<file path="config.mk">
export PLATFORM = sky130hd
export DESIGN_NAME = rcp_handler
export DESIGN_NICKNAME = d
export VERILOG_FILES = /design/src/verilog/rcp_pkg.sv /design/src/verilog/rcp_handler.sv
export SDC_FILE = /design/constraint.sdc
export NUM_CORES = 1
export LEC_CHECK = 0
export BUFFER_PORTS_ARGS = -buffer_cell sky130_fd_sc_hd__buf_2
export CAP_MARGIN = 20
export CELL_PAD_IN_SITES_DETAIL_PLACEMENT = 1
export CELL_PAD_IN_SITES_GLOBAL_PLACEMENT = 1
export CORE_MARGIN = 5
export CORE_UTILIZATION = 46
export DETAILED_ROUTE_END_ITERATION = 8
export PLACE_DENSITY = 0.86
export REMOVE_ABC_BUFFERS = 1
export SYNTH_ARGS = -nofsm -noshare
export SYNTH_HDL_FRONTEND = slang
export SYNTH_SLANG_ARGS = --single-unit
</file>
<file path="constraint.sdc">
create_clock -name ref_clk -period 18.2 [get_ports ref_clk]
set_input_delay 1.82 -clock ref_clk [delete_from_list [all_inputs] [get_ports ref_clk]]
set_output_delay 1.82 -clock ref_clk [all_outputs]
set_load 0.05 [all_outputs]
</file>
<file path="src/verilog/rcp_pkg.sv">
// How it works
// - a request with zero count is accepted but does nothing
// - any non-zero count runs the operation exactly once
// - queue and clear sub-fields of the control code are ignored
// - only close-pulse-on code 0x41 operates a point; master must send it
// - any control code that differs from 0x41 outside the queue and clear bits is rejected
// - on-time and off-time are ignored; valid pulse acts at once
// - an accepted command answers status 0
// - a malformed or invalid control code answers status 3
// - a point disabled by configuration answers status 4 on operate
// - binary output status reads always return zero
// - three breaker health counters are 32-bit, rolling over at 4294967295
// - three trip counters are 16-bit, rolling over at 65535
// - counter groups are cleared by local clear inputs; health counters 0 and 1 also through reset point 0x0c
// - one shared copy per counter; local and network clears both act
// - counters two to five cannot be cleared from the network
package rcp_pkg;

  localparam int RCP_NUM_POINTS = 16;
  localparam int RCP_NUM_PHASES = 3;
  localparam int RCP_NUM_COUNTERS = 6;

  // control code layout
  localparam logic [7:0] RCP_CODE_PULSE_ON = 8'h41;
  localparam logic [7:0] RCP_CODE_QC_MASK = 8'h30;

  // response status codes
  localparam logic [7:0] RCP_ST_ACCEPTED = 8'h00;
  localparam logic [7:0] RCP_ST_FORMAT_ERR = 8'h03;
  localparam logic [7:0] RCP_ST_UNSUPPORTED = 8'h04;

  // point indices with an effect on counters
  localparam logic [7:0] RCP_PT_RESET_BRK_DUTY = 8'h0c;

  // counter rollover points
  localparam logic [31:0] RCP_HEALTH_ROLL = 32'hffffffff;
  localparam logic [15:0] RCP_TRIPS_ROLL = 16'hffff;
  // highest counter index that the network may clear
  localparam int RCP_NET_CLR_LAST = 1;
  // counter index layout: health first, trips from this index, nothing from the end on
  localparam logic [2:0] RCP_TRIPS_BASE = 3'h3;
  localparam logic [2:0] RCP_CNT_END = 3'h6;

  // register byte offsets
  localparam logic [7:0] RCP_REG_POINT_EN = 8'h00;
  localparam logic [7:0] RCP_REG_IRQ_STATUS = 8'h04;
  localparam logic [7:0] RCP_REG_IRQ_MASK = 8'h08;
  localparam logic [7:0] RCP_REG_LAST_RESP = 8'h0c;
  localparam logic [7:0] RCP_REG_CNT_SEL = 8'h10;
  localparam logic [7:0] RCP_REG_CNT_DATA = 8'h14;

  // reset values
  localparam logic [15:0] RCP_POINT_EN_RST = 16'hffff;
  localparam logic [3:0] RCP_IRQ_MASK_RST = 4'h0;

  // interrupt status bit positions
  localparam int RCP_IRQ_ACCEPT = 0;
  localparam int RCP_IRQ_FORMAT = 1;
  localparam int RCP_IRQ_UNSUP = 2;
  localparam int RCP_IRQ_ROLL = 3;
  localparam int RCP_IRQ_W = 4;

  typedef struct packed {
    logic [7:0] point;
    logic [7:0] code;
    logic [7:0] count;
    logic [31:0] on_time;
    logic [31:0] off_time;
  } rcp_cmd_t;

  typedef struct packed {
    logic [7:0] status;
    logic [7:0] point;
  } rcp_resp_t;

endpackage

</file>
<file path="src/verilog/rcp_handler.sv">
// Register access over APB and the address map are this design's own decisions.
`timescale 1ns/10ps
module rcp_handler
  import rcp_pkg::*;
(
  input wire logic ref_clk,
  input wire logic rst,
  input wire logic clk_en,
  // apb slave
  input wire logic psel,
  input wire logic penable,
  input wire logic pwrite,
  input wire logic [7:0] paddr,
  input wire logic [31:0] pwdata,
  output logic [31:0] prdata,
  output logic pready,
  output logic pslverr,
  // control requests from the protocol parser
  input wire logic cmd_valid,
  input wire rcp_cmd_t cmd,
  output logic resp_valid,
  output rcp_resp_t resp,
  output logic [RCP_NUM_POINTS-1:0] point_pulse,
  // binary output status reads
  input wire logic bo_rd_req,
  input wire logic [7:0] bo_rd_point,
  output logic bo_rd_valid,
  output logic bo_rd_state,
  // counters
  input wire logic [RCP_NUM_PHASES-1:0] health_inc,
  input wire logic [RCP_NUM_PHASES-1:0] trips_inc,
  input wire logic local_clr_health,
  input wire logic local_clr_trips,
  input wire logic freeze_req,
  input wire logic freeze_clr_req,
  input wire logic [2:0] cnt_rd_idx,
  output logic [31:0] cnt_rd_data,
  output logic [31:0] frozen_rd_data,
  // interrupt
  output logic irq
);

  // ---------------------------------------------------------------
  // helper functions
  // ---------------------------------------------------------------
  // one increment with wrap at the rollover point
  function automatic logic [31:0] rcp_bump(input logic [31:0] val, input logic [31:0] roll);
    rcp_bump = (val == roll) ? 32'h00000000 : val + 32'h00000001;
  endfunction

  function automatic logic [31:0] rcp_cnt_pick(input logic [31:0] h [RCP_NUM_PHASES],
                                               input logic [15:0] t [RCP_NUM_PHASES],
                                               input logic [2:0] idx);
    if (idx < RCP_TRIPS_BASE) begin
      rcp_cnt_pick = h[idx[1:0]];
    end else if (idx < RCP_CNT_END) begin
      rcp_cnt_pick = {16'h0000, t[2'(idx - RCP_TRIPS_BASE)]};
    end else begin
      rcp_cnt_pick = 32'h00000000;
    end
  endfunction

  // ---------------------------------------------------------------
  // state
  // ---------------------------------------------------------------
  logic [RCP_NUM_POINTS-1:0] point_en;
  logic [RCP_IRQ_W-1:0] irq_status;
  logic [RCP_IRQ_W-1:0] irq_mask;
  logic [2:0] cnt_sel;
  logic [31:0] health [RCP_NUM_PHASES];
  logic [15:0] trips [RCP_NUM_PHASES];
  logic [31:0] health_frz [RCP_NUM_PHASES];
  logic [15:0] trips_frz [RCP_NUM_PHASES];

  // ---------------------------------------------------------------
  // command decode
  // ---------------------------------------------------------------
  wire take_cmd = clk_en & cmd_valid;
  wire cnt_zero = (cmd.count == 8'h00);
  wire [7:0] code_core = cmd.code & ~RCP_CODE_QC_MASK;
  wire code_ok = (code_core == RCP_CODE_PULSE_ON);
  wire point_in_map = (cmd.point < 8'(RCP_NUM_POINTS));
  wire point_allowed = point_in_map & point_en[cmd.point[3:0]];
  // count ignored beyond non-zero, one shot
  wire do_operate = take_cmd & ~cnt_zero & code_ok & point_allowed;
  wire fmt_err = take_cmd & ~cnt_zero & ~code_ok;
  wire unsup = take_cmd & ~cnt_zero & code_ok & ~point_allowed;
  wire accepted = take_cmd & ~fmt_err & ~unsup;
  wire [7:0] next_status = fmt_err ? RCP_ST_FORMAT_ERR : (unsup ? RCP_ST_UNSUPPORTED : RCP_ST_ACCEPTED);

  // health counters cleared through their reset point
  wire net_clr_health = do_operate & (cmd.point == RCP_PT_RESET_BRK_DUTY);

  // ---------------------------------------------------------------
  // response and point pulses
  // ---------------------------------------------------------------
  // timing fields unused, pulse acts now
  always_ff @(posedge ref_clk or posedge rst) begin
    if (rst) begin
      point_pulse <= '0;
    end else if (clk_en) begin
      point_pulse <= do_operate ? (RCP_NUM_POINTS'(1) << cmd.point[3:0]) : '0;
    end
  end

  always_ff @(posedge ref_clk or posedge rst) begin
    if (rst) begin
      resp_valid <= 1'b0;
      resp <= '0;
    end else if (clk_en) begin
      resp_valid <= cmd_valid;
      if (cmd_valid) begin
        resp.status <= next_status;
        resp.point <= cmd.point;
      end
    end
  end

  // ---------------------------------------------------------------
  // binary output reads
  // ---------------------------------------------------------------
  // point index is not needed: every pulse point reads as off
  always_ff @(posedge ref_clk or posedge rst) begin
    if (rst) begin
      bo_rd_valid <= 1'b0;
    end else if (clk_en) begin
      bo_rd_valid <= bo_rd_req;
    end
  end
  assign bo_rd_state = 1'b0;

  // ---------------------------------------------------------------
  // shared counters
  // ---------------------------------------------------------------
  // clear beats increment in the same cycle; one copy serves every interface
  wire [RCP_NUM_PHASES-1:0] health_clr;
  for (genvar i = 0; i < RCP_NUM_PHASES; i++) begin : g_cnt
    // network reaches only the low counters
    wire net_clr = net_clr_health & (i <= RCP_NET_CLR_LAST);
    // local and network clear one shared copy
    assign health_clr[i] = local_clr_health | net_clr;
    always_ff @(posedge ref_clk or posedge rst) begin
      if (rst) begin
        health[i] <= '0;
      end else if (clk_en & health_clr[i]) begin
        health[i] <= '0;
      end else if (clk_en & health_inc[i]) begin
        health[i] <= rcp_bump(health[i], RCP_HEALTH_ROLL);
      end
    end
    always_ff @(posedge ref_clk or posedge rst) begin
      if (rst) begin
        trips[i] <= '0;
      end else if (clk_en & local_clr_trips) begin
        trips[i] <= '0;
      end else if (clk_en & trips_inc[i]) begin
        trips[i] <= 16'(rcp_bump({16'h0000, trips[i]}, {16'h0000, RCP_TRIPS_ROLL}));
      end
    end
    always_ff @(posedge ref_clk or posedge rst) begin
      if (rst) begin
        health_frz[i] <= '0;
        trips_frz[i] <= '0;
      end else if (clk_en & (freeze_req | freeze_clr_req)) begin
        health_frz[i] <= health[i];
        trips_frz[i] <= trips[i];
      end
    end
  end

  wire [RCP_NUM_PHASES-1:0] health_wrap;
  wire [RCP_NUM_PHASES-1:0] trips_wrap;
  for (genvar j = 0; j < RCP_NUM_PHASES; j++) begin : g_wrap
    // a clear in the same cycle wins, so no wrap is flagged then
    assign health_wrap[j] = health_inc[j] & ~health_clr[j] & (health[j] == RCP_HEALTH_ROLL);
    assign trips_wrap[j] = trips_inc[j] & ~local_clr_trips & (trips[j] == RCP_TRIPS_ROLL);
  end
  wire roll_evt = clk_en & (|health_wrap | |trips_wrap);

  always_ff @(posedge ref_clk or posedge rst) begin
    if (rst) begin
      cnt_rd_data <= '0;
      frozen_rd_data <= '0;
    end else if (clk_en) begin
      cnt_rd_data <= rcp_cnt_pick(health, trips, cnt_rd_idx);
      frozen_rd_data <= rcp_cnt_pick(health_frz, trips_frz, cnt_rd_idx);
    end
  end

  // ---------------------------------------------------------------
  // apb register file
  // ---------------------------------------------------------------
  wire apb_acc = psel & penable & clk_en;
  wire apb_wr = apb_acc & pwrite;
  wire apb_rd = apb_acc & ~pwrite;
  wire sel_point_en = (paddr == RCP_REG_POINT_EN);
  wire sel_irq_status = (paddr == RCP_REG_IRQ_STATUS);
  wire sel_irq_mask = (paddr == RCP_REG_IRQ_MASK);
  wire sel_last_resp = (paddr == RCP_REG_LAST_RESP);
  wire sel_cnt_sel = (paddr == RCP_REG_CNT_SEL);
  wire sel_cnt_data = (paddr == RCP_REG_CNT_DATA);
  wire mapped = sel_point_en | sel_irq_status | sel_irq_mask | sel_last_resp | sel_cnt_sel | sel_cnt_data;

  // no wait states; only the access phase carries an answer
  assign pready = 1'b1;
  assign pslverr = psel & penable & ~mapped;

  logic [31:0] rd_mux;
  always_comb begin
    if (sel_point_en) begin
      rd_mux = {16'h0000, point_en};
    end else if (sel_irq_status) begin
      rd_mux = {28'h0000000, irq_status};
    end else if (sel_irq_mask) begin
      rd_mux = {28'h0000000, irq_mask};
    end else if (sel_last_resp) begin
      rd_mux = {16'h0000, resp.point, resp.status};
    end else if (sel_cnt_sel) begin
      rd_mux = {29'h00000000, cnt_sel};
    end else if (sel_cnt_data) begin
      rd_mux = rcp_cnt_pick(health, trips, cnt_sel);
    end else begin
      rd_mux = 32'h00000000;
    end
  end

  // ---------------------------------------------------------------
  // read data flop
  // ---------------------------------------------------------------
  // caught at the setup edge, dropped when the access completes;
  // limitation: clk_en must be high in the setup cycle of a read
  wire apb_rd_setup = psel & ~penable & ~pwrite & clk_en;
  logic [31:0] rd_hold;
  always_ff @(posedge ref_clk or posedge rst) begin
    if (rst) begin
      rd_hold <= '0;
    end else if (apb_rd_setup) begin
      rd_hold <= rd_mux;
    end else if (apb_acc) begin
      rd_hold <= '0;
    end
  end
  assign prdata = rd_hold;

  // ---------------------------------------------------------------
  // writable registers
  // ---------------------------------------------------------------
  wire wr_point_en = apb_wr & sel_point_en;
  wire wr_irq_mask = apb_wr & sel_irq_mask;
  wire wr_cnt_sel = apb_wr & sel_cnt_sel;

  always_ff @(posedge ref_clk or posedge rst) begin
    if (rst) begin
      point_en <= RCP_POINT_EN_RST;
    end else if (wr_point_en) begin
      point_en <= pwdata[RCP_NUM_POINTS-1:0];
    end
  end

  always_ff @(posedge ref_clk or posedge rst) begin
    if (rst) begin
      irq_mask <= RCP_IRQ_MASK_RST;
    end else if (wr_irq_mask) begin
      irq_mask <= pwdata[RCP_IRQ_W-1:0];
    end
  end

  always_ff @(posedge ref_clk or posedge rst) begin
    if (rst) begin
      cnt_sel <= '0;
    end else if (wr_cnt_sel) begin
      cnt_sel <= pwdata[$bits(cnt_sel)-1:0];
    end
  end

  // ---------------------------------------------------------------
  // interrupt
  // ---------------------------------------------------------------
  logic [RCP_IRQ_W-1:0] irq_set;
  always_comb begin
    irq_set = '0;
    irq_set[RCP_IRQ_ACCEPT] = accepted;
    irq_set[RCP_IRQ_FORMAT] = fmt_err;
    irq_set[RCP_IRQ_UNSUP] = unsup;
    irq_set[RCP_IRQ_ROLL] = roll_evt;
  end

  // read clears, but an event in the same cycle survives
  wire irq_rd_clr = apb_rd & sel_irq_status;
  // only bits already reported in the read data are cleared, so nothing set after the setup edge is lost
  wire [RCP_IRQ_W-1:0] irq_seen = irq_rd_clr ? rd_hold[RCP_IRQ_W-1:0] : '0;
  wire [RCP_IRQ_W-1:0] next_irq_status = (irq_status & ~irq_seen) | irq_set;

  always_ff @(posedge ref_clk or posedge rst) begin
    if (rst) begin
      irq_status <= '0;
    end else if (clk_en) begin
      irq_status <= next_irq_status;
    end
  end

  assign irq = |(irq_status & irq_mask);

endmodule // rcp_handler

</file>
== Word-level counts from Yosys, hierarchy flattened ==
Cells that the tools add are included.

* Register bits after elaboration: 445
* Word-level logic and storage cells: 197
* Output and inout port bits: 134

* Order comparisons: 10
* Bitwise operators: 72
* $add $sub $neg: 8
* Reduce and logical (&&, ||, !) cells: 13
* Muxes and demuxes: 56
* Shift operators: 1
* Equality and inequality tests: 13

{| class="wikitable"
|+ Operator list
! operator !! number
|-
| $mux W32 || 26
|-
| $mux W16 || 19
|-
| $bmux W32 S2 || 3
|-
| $add A32 B1 Y32 const B || 3
|-
| $bmux W16 S2 || 3
|-
| $eq A32 B32 Y1 const B || 3
|-
| $add A16 B1 Y16 const B || 3
|-
| $eq A16 B16 Y1 const B || 3
|-
| $and A1 B1 Y1 || 45
|-
| $eq A8 B4 Y1 const B || 3
|-
| $eq A8 B5 Y1 const B || 2
|-
| $logic_not A8 Y1 || 2
|-
| $shl A1 B4 Y16 const A || 1
|-
| $reduce_bool A2 Y1 || 7
|-
| $ge A3 B3 Y1 const B || 4
|-
| $not A2 Y3 || 4
|-
| $not A1 Y1 || 11
|-
| $and A4 B4 Y4 || 2
|-
| $eq A8 B3 Y1 const B || 1
|-
| $lt A8 B5 Y1 const B || 1
|-
| $or A1 B1 Y1 || 8
|-
| $eq A6 B5 Y1 const B || 1
|-
| $lt A3 B2 Y1 const B || 2
|-
| $lt A3 B3 Y1 const B || 2
|-
| other kinds (11) || 14
|}

== Logic depth before layout (Yosys ltp) ==
Gate-level depths: netlist of run 1.

* Word-level depth: 14
* Mapped depth: 9
* Gate-level depth less buffers: 6

== Worst setup path before layout of run 1 ==
Ideal clock, no wire load.

* Path type: input to output
* Start: input paddr[1]
* End: output pslverr
* Setup slack: 13.084 ns
* Data arrival time: 3.296 ns
* Stages: 4
* Buffers on the path: 1
* Cells stage by stage: nor3_1 > and3b_1 > clkbuf_1 > nor3_1

* Longest elaborated chain between the ends: 8

{| class="wikitable"
|+ RTL lines
! item !! RTL line !! source
|-
| start, declared || rcp_handler.sv:13 || <nowiki>input wire logic [7:0] paddr,</nowiki>
|-
| $eq A8 B3 Y1 / $logic_not A8 Y1 (equally long branches) || rcp_handler.sv:197, rcp_handler.sv:196 ||
|-
| $or A1 B1 Y1 (4 in a row) || rcp_handler.sv:202 || <nowiki>wire mapped = sel_point_en | sel_irq_status | sel_irq_mask | sel_last_resp | sel_cnt_sel | sel_cnt_data;</nowiki>
|-
| $or A1 B1 Y1 (*) || rcp_handler.sv:202 ||
|-
| $not A1 Y1 (*) || rcp_handler.sv:206 || <nowiki>assign pslverr = psel & penable & ~mapped;</nowiki>
|-
| $and A1 B1 Y1 (*) || rcp_handler.sv:206 ||
|-
| end, declared || rcp_handler.sv:17 || <nowiki>output logic pslverr,</nowiki>
|}

Mark *: on every way between the ends. The rest lies on a longest branch, timed or not.

== Final worst setup path of run 1 ==
Ends and elaborated chain as after synthesis.

==> impl_metrics.yaml, run 1 <==
sta:
  tightest_slew_ns: 1.15
  setup_violations: 0
  min_period_ns: 4.80
  finClkSkew_ns: 0.0266
  rsz0062_at_grt: "no"
  fmax_ghz: 0.208
  slew_viol_final: 0
  fin_crit_sh: 0.264
  hold_viol: 0
  whs_ns: 0.478
  slew_headroom: 0.233
  setup_tns_ns: 0
logic_synthesis:
  synth_area_mm2: 0.0226
  syn_inst: 2109
  async_flop_share: 1.00
  syn_avg_cell_area_um2: 10.7
  seq_area_frac_synth: 0.487
  yosys_most_used_dff: "dfrtp_1"
  synth_edf_count: 0
  yosysTopAreaCell: "dfrtp_1"
  yosysUniqueCellTypes: 74
  synth-seq-cells: 439
  yosysTopAreaCellShare: 0.468
  synth_top_cells_by_area: "dfrtp_1 (47%), mux2_2 (10%), mux4_2 (4.7%)"
  yosys_warnings: 0
setup_path:
  crit_chain: "buf_2 > nor3_1 > and3b_1 > nor3_1 > buf_2"
  cp_max_fo: 8
  required_ns: 16.38
  critPathKind: "in -> out"
  cp.arrival_ns: 2.98
  endpoint_kind: "output pin"
  startpoint_type: "input port"
  worst_path_largest_cell_delay_ns: 0.40
  slowest_stage: "and3b_1"
run:
  cap_violations: 0
cts:
  numCtsBuffers: 49
  cts.sinks: 439
  insertion_delay_ns: 0.61
  cts.repair.resized: 0
  cts_hold_buf: 0
  htreeDepth: 2
  clock_tree.buffer_depth: 3
  post_cts_buffers: 0
  cts_tree: "yes"
  ctsRootBufferMaster: "clkbuf_16"
  clk_pin_slew_ns: 0.06
grt:
  grt_max_degree: 170
  globalRoute.totalOverflow: 0
  antenna_found_initial: 6
  grt_pass1_wl_um: 124000
  grt_use_total: 0.293
  first_global_vias: 20700
floorplan:
  core_mm2: 0.0487
  io_pins: 291
  rows: 81
  dieArea_mm2: 0.0537
  die_w_um: 232
  die_h_um: 232
  initial_core_util: 0.464
detailed_routing:
  ant_nets: 0
  route.detailed.wl_per_inst_um: 27.4
  first_pass_iters: 5
  wl_um: 80300
  drc: 0
  drt_iter0_markers: 1958
  vias: 19300
  viasPerCell: 6.59
min_path:
  min-delay-path-class: "reg -> reg"
pwr:
  peakVddDrop_mv: 0.0575
  leakage_nw: 11.4
  powerDensity_mw_per_mm2: 89.4
  finalPower_w: 0.00232
run_status:
  run_status: "finished, final reports clean"
cells_and_area:
  final_common_cell: "dfrtp_1"
  final.fill_count: 5200
  layout-drive-gt1-share: 0.269
  fin_nets: 2390
  layout_common_cells: "dfrtp_1 (421), nor2_1 (204), mux2_2 (202)"
  syn2layout_area_growth_pct: 14.6
  fin_area_mm2: 0.0259
placement:
  hpwlAfterDp_um: 51600
  routabilityCongestion: 0.906
  port_buffers: 193
  place_area_mm2: 0.0241
## path summary, 6_finish.rpt
check,end,slack [ns],cells after the start,startpoint
worst max-delay path,pslverr,13.40,5,paddr[1]
worst min-delay path,frozen_rd_data[16],0.48,1,frozen_rd_data[16]
worst max register to register,health[71],14.56,6,health[73]
worst min register to register,frozen_rd_data[16],0.48,1,frozen_rd_data[16]
max in group asynchronous,point_en[3],13.92,6,rst
min in group asynchronous,frozen_rd_data[20],1.37,2,rst
## critical path, delay by kind of cell
| family | cells | cell delay [ns] |
|---|---|---|
| buffers and inverters | 2 | 0.31 |
| and+or+nand+nor | 3 | 0.85 |
## metal layers
layer	routed length (um)	global-route usage	vias up
met2	39900	0.497	930
met1	30800	0.369	10100
li1	-	-	8046
met4	4230	0.142	2
met3	5340	0.0439	263
met5	8	0	-
## report_power, final
part / switching, W / total (W) / internal [W]
sequential: 0.0000230 / 0.00102 / 0.000996
combinational: 0.000145 / 0.000199 / 0.0000538
clock: 0.000436 / 0.00110 / 0.000664
total: 0.000604 / 0.00232 / 0.00171
## per-stage QoR
stage	worst slack, ns	cells	utilization
finish	13.40	2933	0.532
global route	13.33	2933	0.532
CTS	13.26	2928	0.531
detailed placement	12.62	2837	0.494
global placement	12.76	2837	0.494
floorplan	4.18	1949	-
## kinds of logic (layout without fill, tap and decap cells)
group / count (synthesis) / after routing / synth area share
compound gates: 424 / 424 / 0.129
xor+xnor: 60 / 60 / 0.0232
fa+ha+maj: 6 / 6 / 0.00332
buf+inv: 198 / 351 / 0.0354
flops: 439 / 439 / 0.487
mux: 319 / 319 / 0.178
other cells: 2 / 9 / 0.000332
simple gates: 661 / 661 / 0.144
## state kept, by name (all words and copies together), names as in the netlist
register	cells
point_en	16
health	96
trips	48
cnt_rd_data	32
irq_mask	4
frozen_rd_data	32
resp	10
irq_status	4
resp_valid	1
health_frz	96
bo_rd_valid	1
trips_frz	48
cnt_sel	3
prdata	32
point_pulse	16
## Yosys cell counts (all sizes together), types with 7 or more instances
cell / instances
dfrtp: 423
nor2: 206
mux2: 202
nand2: 130
clkbuf: 120
o21ai: 112
a21oi: 86
nand3: 80
mux2i: 70
nand4: 61
mux4: 47
o2bb2ai: 47
buf: 45
a221oi: 43
inv: 32
or3: 32
xnor2: 31
nor3: 29
xor2: 29
and3: 28
nor4: 27
a22o: 23
o31ai: 18
dfstp: 16
a22oi: 11
and2: 11
and4: 11
nor2b: 11
or4: 11
o22ai: 9
a31oi: 8
o221ai: 8
a21o: 7
o211ai: 7
o21a: 7
o41ai: 7
## final cells by class
cell class / count / area, um2 / area share
Sequential cell: 439 / 11000 / 0.425
Clock inverter: 22 / 302 / 0.0116
Clock buffer: 69 / 1470 / 0.0568
Antenna cell: 2 / 5.00 / 0.000193
Tap cell: 664 / 831 / 0.0320
Inverter: 33 / 133 / 0.00511
Timing Repair Buffer: 227 / 1290 / 0.0498
Multi-Input combinational cell: 1477 / 10900 / 0.420
Power figures use the tool's default switching activity.
==> inputs of run 2 (changes only) <==
Settings changed: ABC_AREA set to 1, CORE_UTILIZATION 46 to 43.
Clock period 18.2 ns to 4.6 ns, I/O delays scaled along.
==> impl_metrics.yaml, run 2 <==
detailed_routing:
  wl_um: 90400
  drt_iter0_markers: 1991
  vias: 23000
  route.detailed.wl_per_inst_um: 23.2
  first_pass_iters: 5
  viasPerCell: 5.89
  drc: 0
  ant_nets: 0
pwr:
  finalPower_w: 0.00917
  peakVddDrop_mv: 0.251
  leakage_nw: 12.0
  powerDensity_mw_per_mm2: 345
sta:
  fin_crit_sh: 0.684
  hold_viol: 1
  whs_ns: -0.00109
  rsz0062_at_grt: "no"
  min_period_ns: 3.14
  tightest_slew_ns: 1.14
  slew_headroom: 0.241
  slew_viol_final: 0
  setup_ws_ns: 1.46
  finClkSkew_ns: 0.0251
  fmax_ghz: 0.318
  setup_violations: 0
logic_synthesis:
  synth_most_common_cell: "nand2_1"
  yosysTopAreaCellShare: 0.453
  yosysUniqueCellTypes: 53
  synth_common_cells: "nand2_1 (735), dfrtp_1 (423), o21ai_0 (406), nor2_1 (322), inv_1 (263)"
  syn_avg_cell_area_um2: 7.69
  yosys_warnings: 0
  synth_top_cells_by_area: "dfrtp_1 (45%), nand2_1 (12%), o21ai_0 (8.7%)"
  yosysTopAreaCell: "dfrtp_1"
  syn_inst: 3038
  synth_edf_count: 0
  synth-seq-cells: 439
  synth_area_mm2: 0.0233
  yosys_most_used_dff: "dfrtp_1"
  async_flop_share: 1.00
  seq_area_frac_synth: 0.471
setup_path:
  reg2reg_to: "prdata[13]"
  critPathCapture: "prdata[13]"
  cp.arrival_ns: 3.61
  worstRegToRegCells: 9
  critPathKind: "reg -> reg"
  startpoint_type: "flop"
  r2r_slack_ns: 1.46
  required_ns: 5.06
  regToRegStartpoint: "cnt_sel[0]"
  cp_max_fo: 26
  worstSetupStartpoint: "cnt_sel[0]"
  endpoint_kind: "flop"
placement:
  dp.cells: 3811
  place_area_mm2: 0.0249
  dp_slack_ns: 1.23
  routabilityCongestion: 0.950
  port_buffers: 193
  hpwlAfterDp_um: 65300
floorplan:
  rows: 85
  core_mm2: 0.0538
  initial_core_util: 0.434
  dieArea_mm2: 0.0591
  die_h_um: 243
  die_w_um: 243
  io_pins: 291
cells_and_area:
  multi_input_comb_area_mm2: 0.0106
  layout-drive-gt1-share: 0.116
  syn2layout_area_growth_pct: 13.9
  seq_area_mm2: 0.0110
  finalNonFillerCells: 3901
  final_core_util: 0.494
  final_common_cell: "nand2_1"
  reg.largest.list: "health (96), health_frz (96)"
  fin_nets: 3333
  final.fill_count: 6706
  fin_area_mm2: 0.0266
  layout_common_cells: "nand2_1 (735), dfrtp_1 (422), o21ai_0 (406)"
grt:
  grt_use_total: 0.299
  grt_pass1_wl_um: 141000
  globalRoute.totalOverflow: 0
  busiest_layer: "met2"
  first_global_vias: 23900
  use_met3: 0.0699
  grt_max_degree: 201
  grt_use_met1: 0.395
  met2_usage: 0.486
  antenna_found_initial: 4
min_path:
  min-delay-path-class: "in -> async"
run_status:
  violations: "hold timing"
  run_status: "complete, but fails checks"
cts:
  htreeDepth: 2
  insertion_delay_ns: 0.61
  ctsRootBufferMaster: "clkbuf_16"
  clock_tree.buffer_depth: 3
  cts_hold_buf: 0
  cts_tree: "yes"
  clk_pin_slew_ns: 0.06
  cts.repair.resized: 0
  post_cts_buffers: 0
  cts.sinks: 439
  numCtsBuffers: 48
run:
  cap_violations: 0
run 2: changes by cell type in the layout (fill, tap and decap cells not counted), sizes merged, moves of 49 or more:
cell	change
inv	+242
nand2	+608
mux2i	-70
o21ai	+300
mux2	-197
nor3	+56
nor2	+125
xor2	+53
nand3	+49
run 2: routing by layer:
metal  vias to the layer above  part of all wire
li1                      10300                 -
met1                     11700              0.41
met2                       807              0.47
met3                       182             0.076
met4                         6             0.039
met5                         -           0.00038
run 2: worst min-delay path by stage:
stage | start | end | slack (ns) | cells past startpoint
2_1_floorplan | point_en[11] | point_en[11] | 0.45 | 2
4_1_cts | bo_rd_req | bo_rd_valid | 0.06 | 3
3_3_place_gp | bo_rd_valid | bo_rd_valid | 0.45 | 2
5_1_grt | bo_rd_req | bo_rd_valid | 0.07 | 3
6_report | rst | frozen_rd_data[13] | -0.001 | 2
3_5_place_dp | bo_rd_valid | bo_rd_valid | 0.46 | 2
run 2: worst max-delay path, cell delays in order, from the launching register on:
cell	delay, ns
dfrtp_2	0.82
inv_1	0.14
nand2_1	0.54
o22ai_1	0.13
o21ai_0	0.40
o21ai_0	0.36
nand2_1	0.22
o21ai_0	0.13
a21oi_1	0.16
o21ai_0	0.09
run 2: metrics by stage:
step / TNS, ns / hold WS, ns
after global routing: 0 / 0.0745
after detailed placement: 0 / 0.458
final: 0 / -0.00109
after CTS: 0 / 0.0587
after global placement: 0 / 0.450
after floorplan: -4114.14 / 0.447
run 2: cell type report:
class                           instances  area share
Sequential cell                       439       0.414
Clock inverter                         18      0.0102
Inverter                              278      0.0395
Antenna cell                            1   0.0000941
Tap cell                              696      0.0327
Clock buffer                           66      0.0519
Multi-Input combinational cell       2169       0.400
Timing Repair Buffer                  234      0.0518
run 2: kinds of logic after synthesis:
logic type,after synthesis,synth area share
compound gates,683,0.164
xor+xnor,82,0.0308
fa+ha+maj,6,0.00322
buf+inv,435,0.0744
flops,439,0.471
mux,5,0.00241
other cells,2,0.000322
simple gates,1386,0.253
run 2: where the power goes:
| group | internal, W | switching (W) | leakage, nW | total, W |
|---|---|---|---|---|
| Sequential | 0.00397 | 0.000102 | 5.98 | 0.00408 |
| Clock | 0.00244 | 0.00169 | 0.801 | 0.00413 |
| Combinational | 0.000218 | 0.000750 | 5.24 | 0.000968 |
| Total | 0.00663 | 0.00254 | 12.0 | 0.00917 |
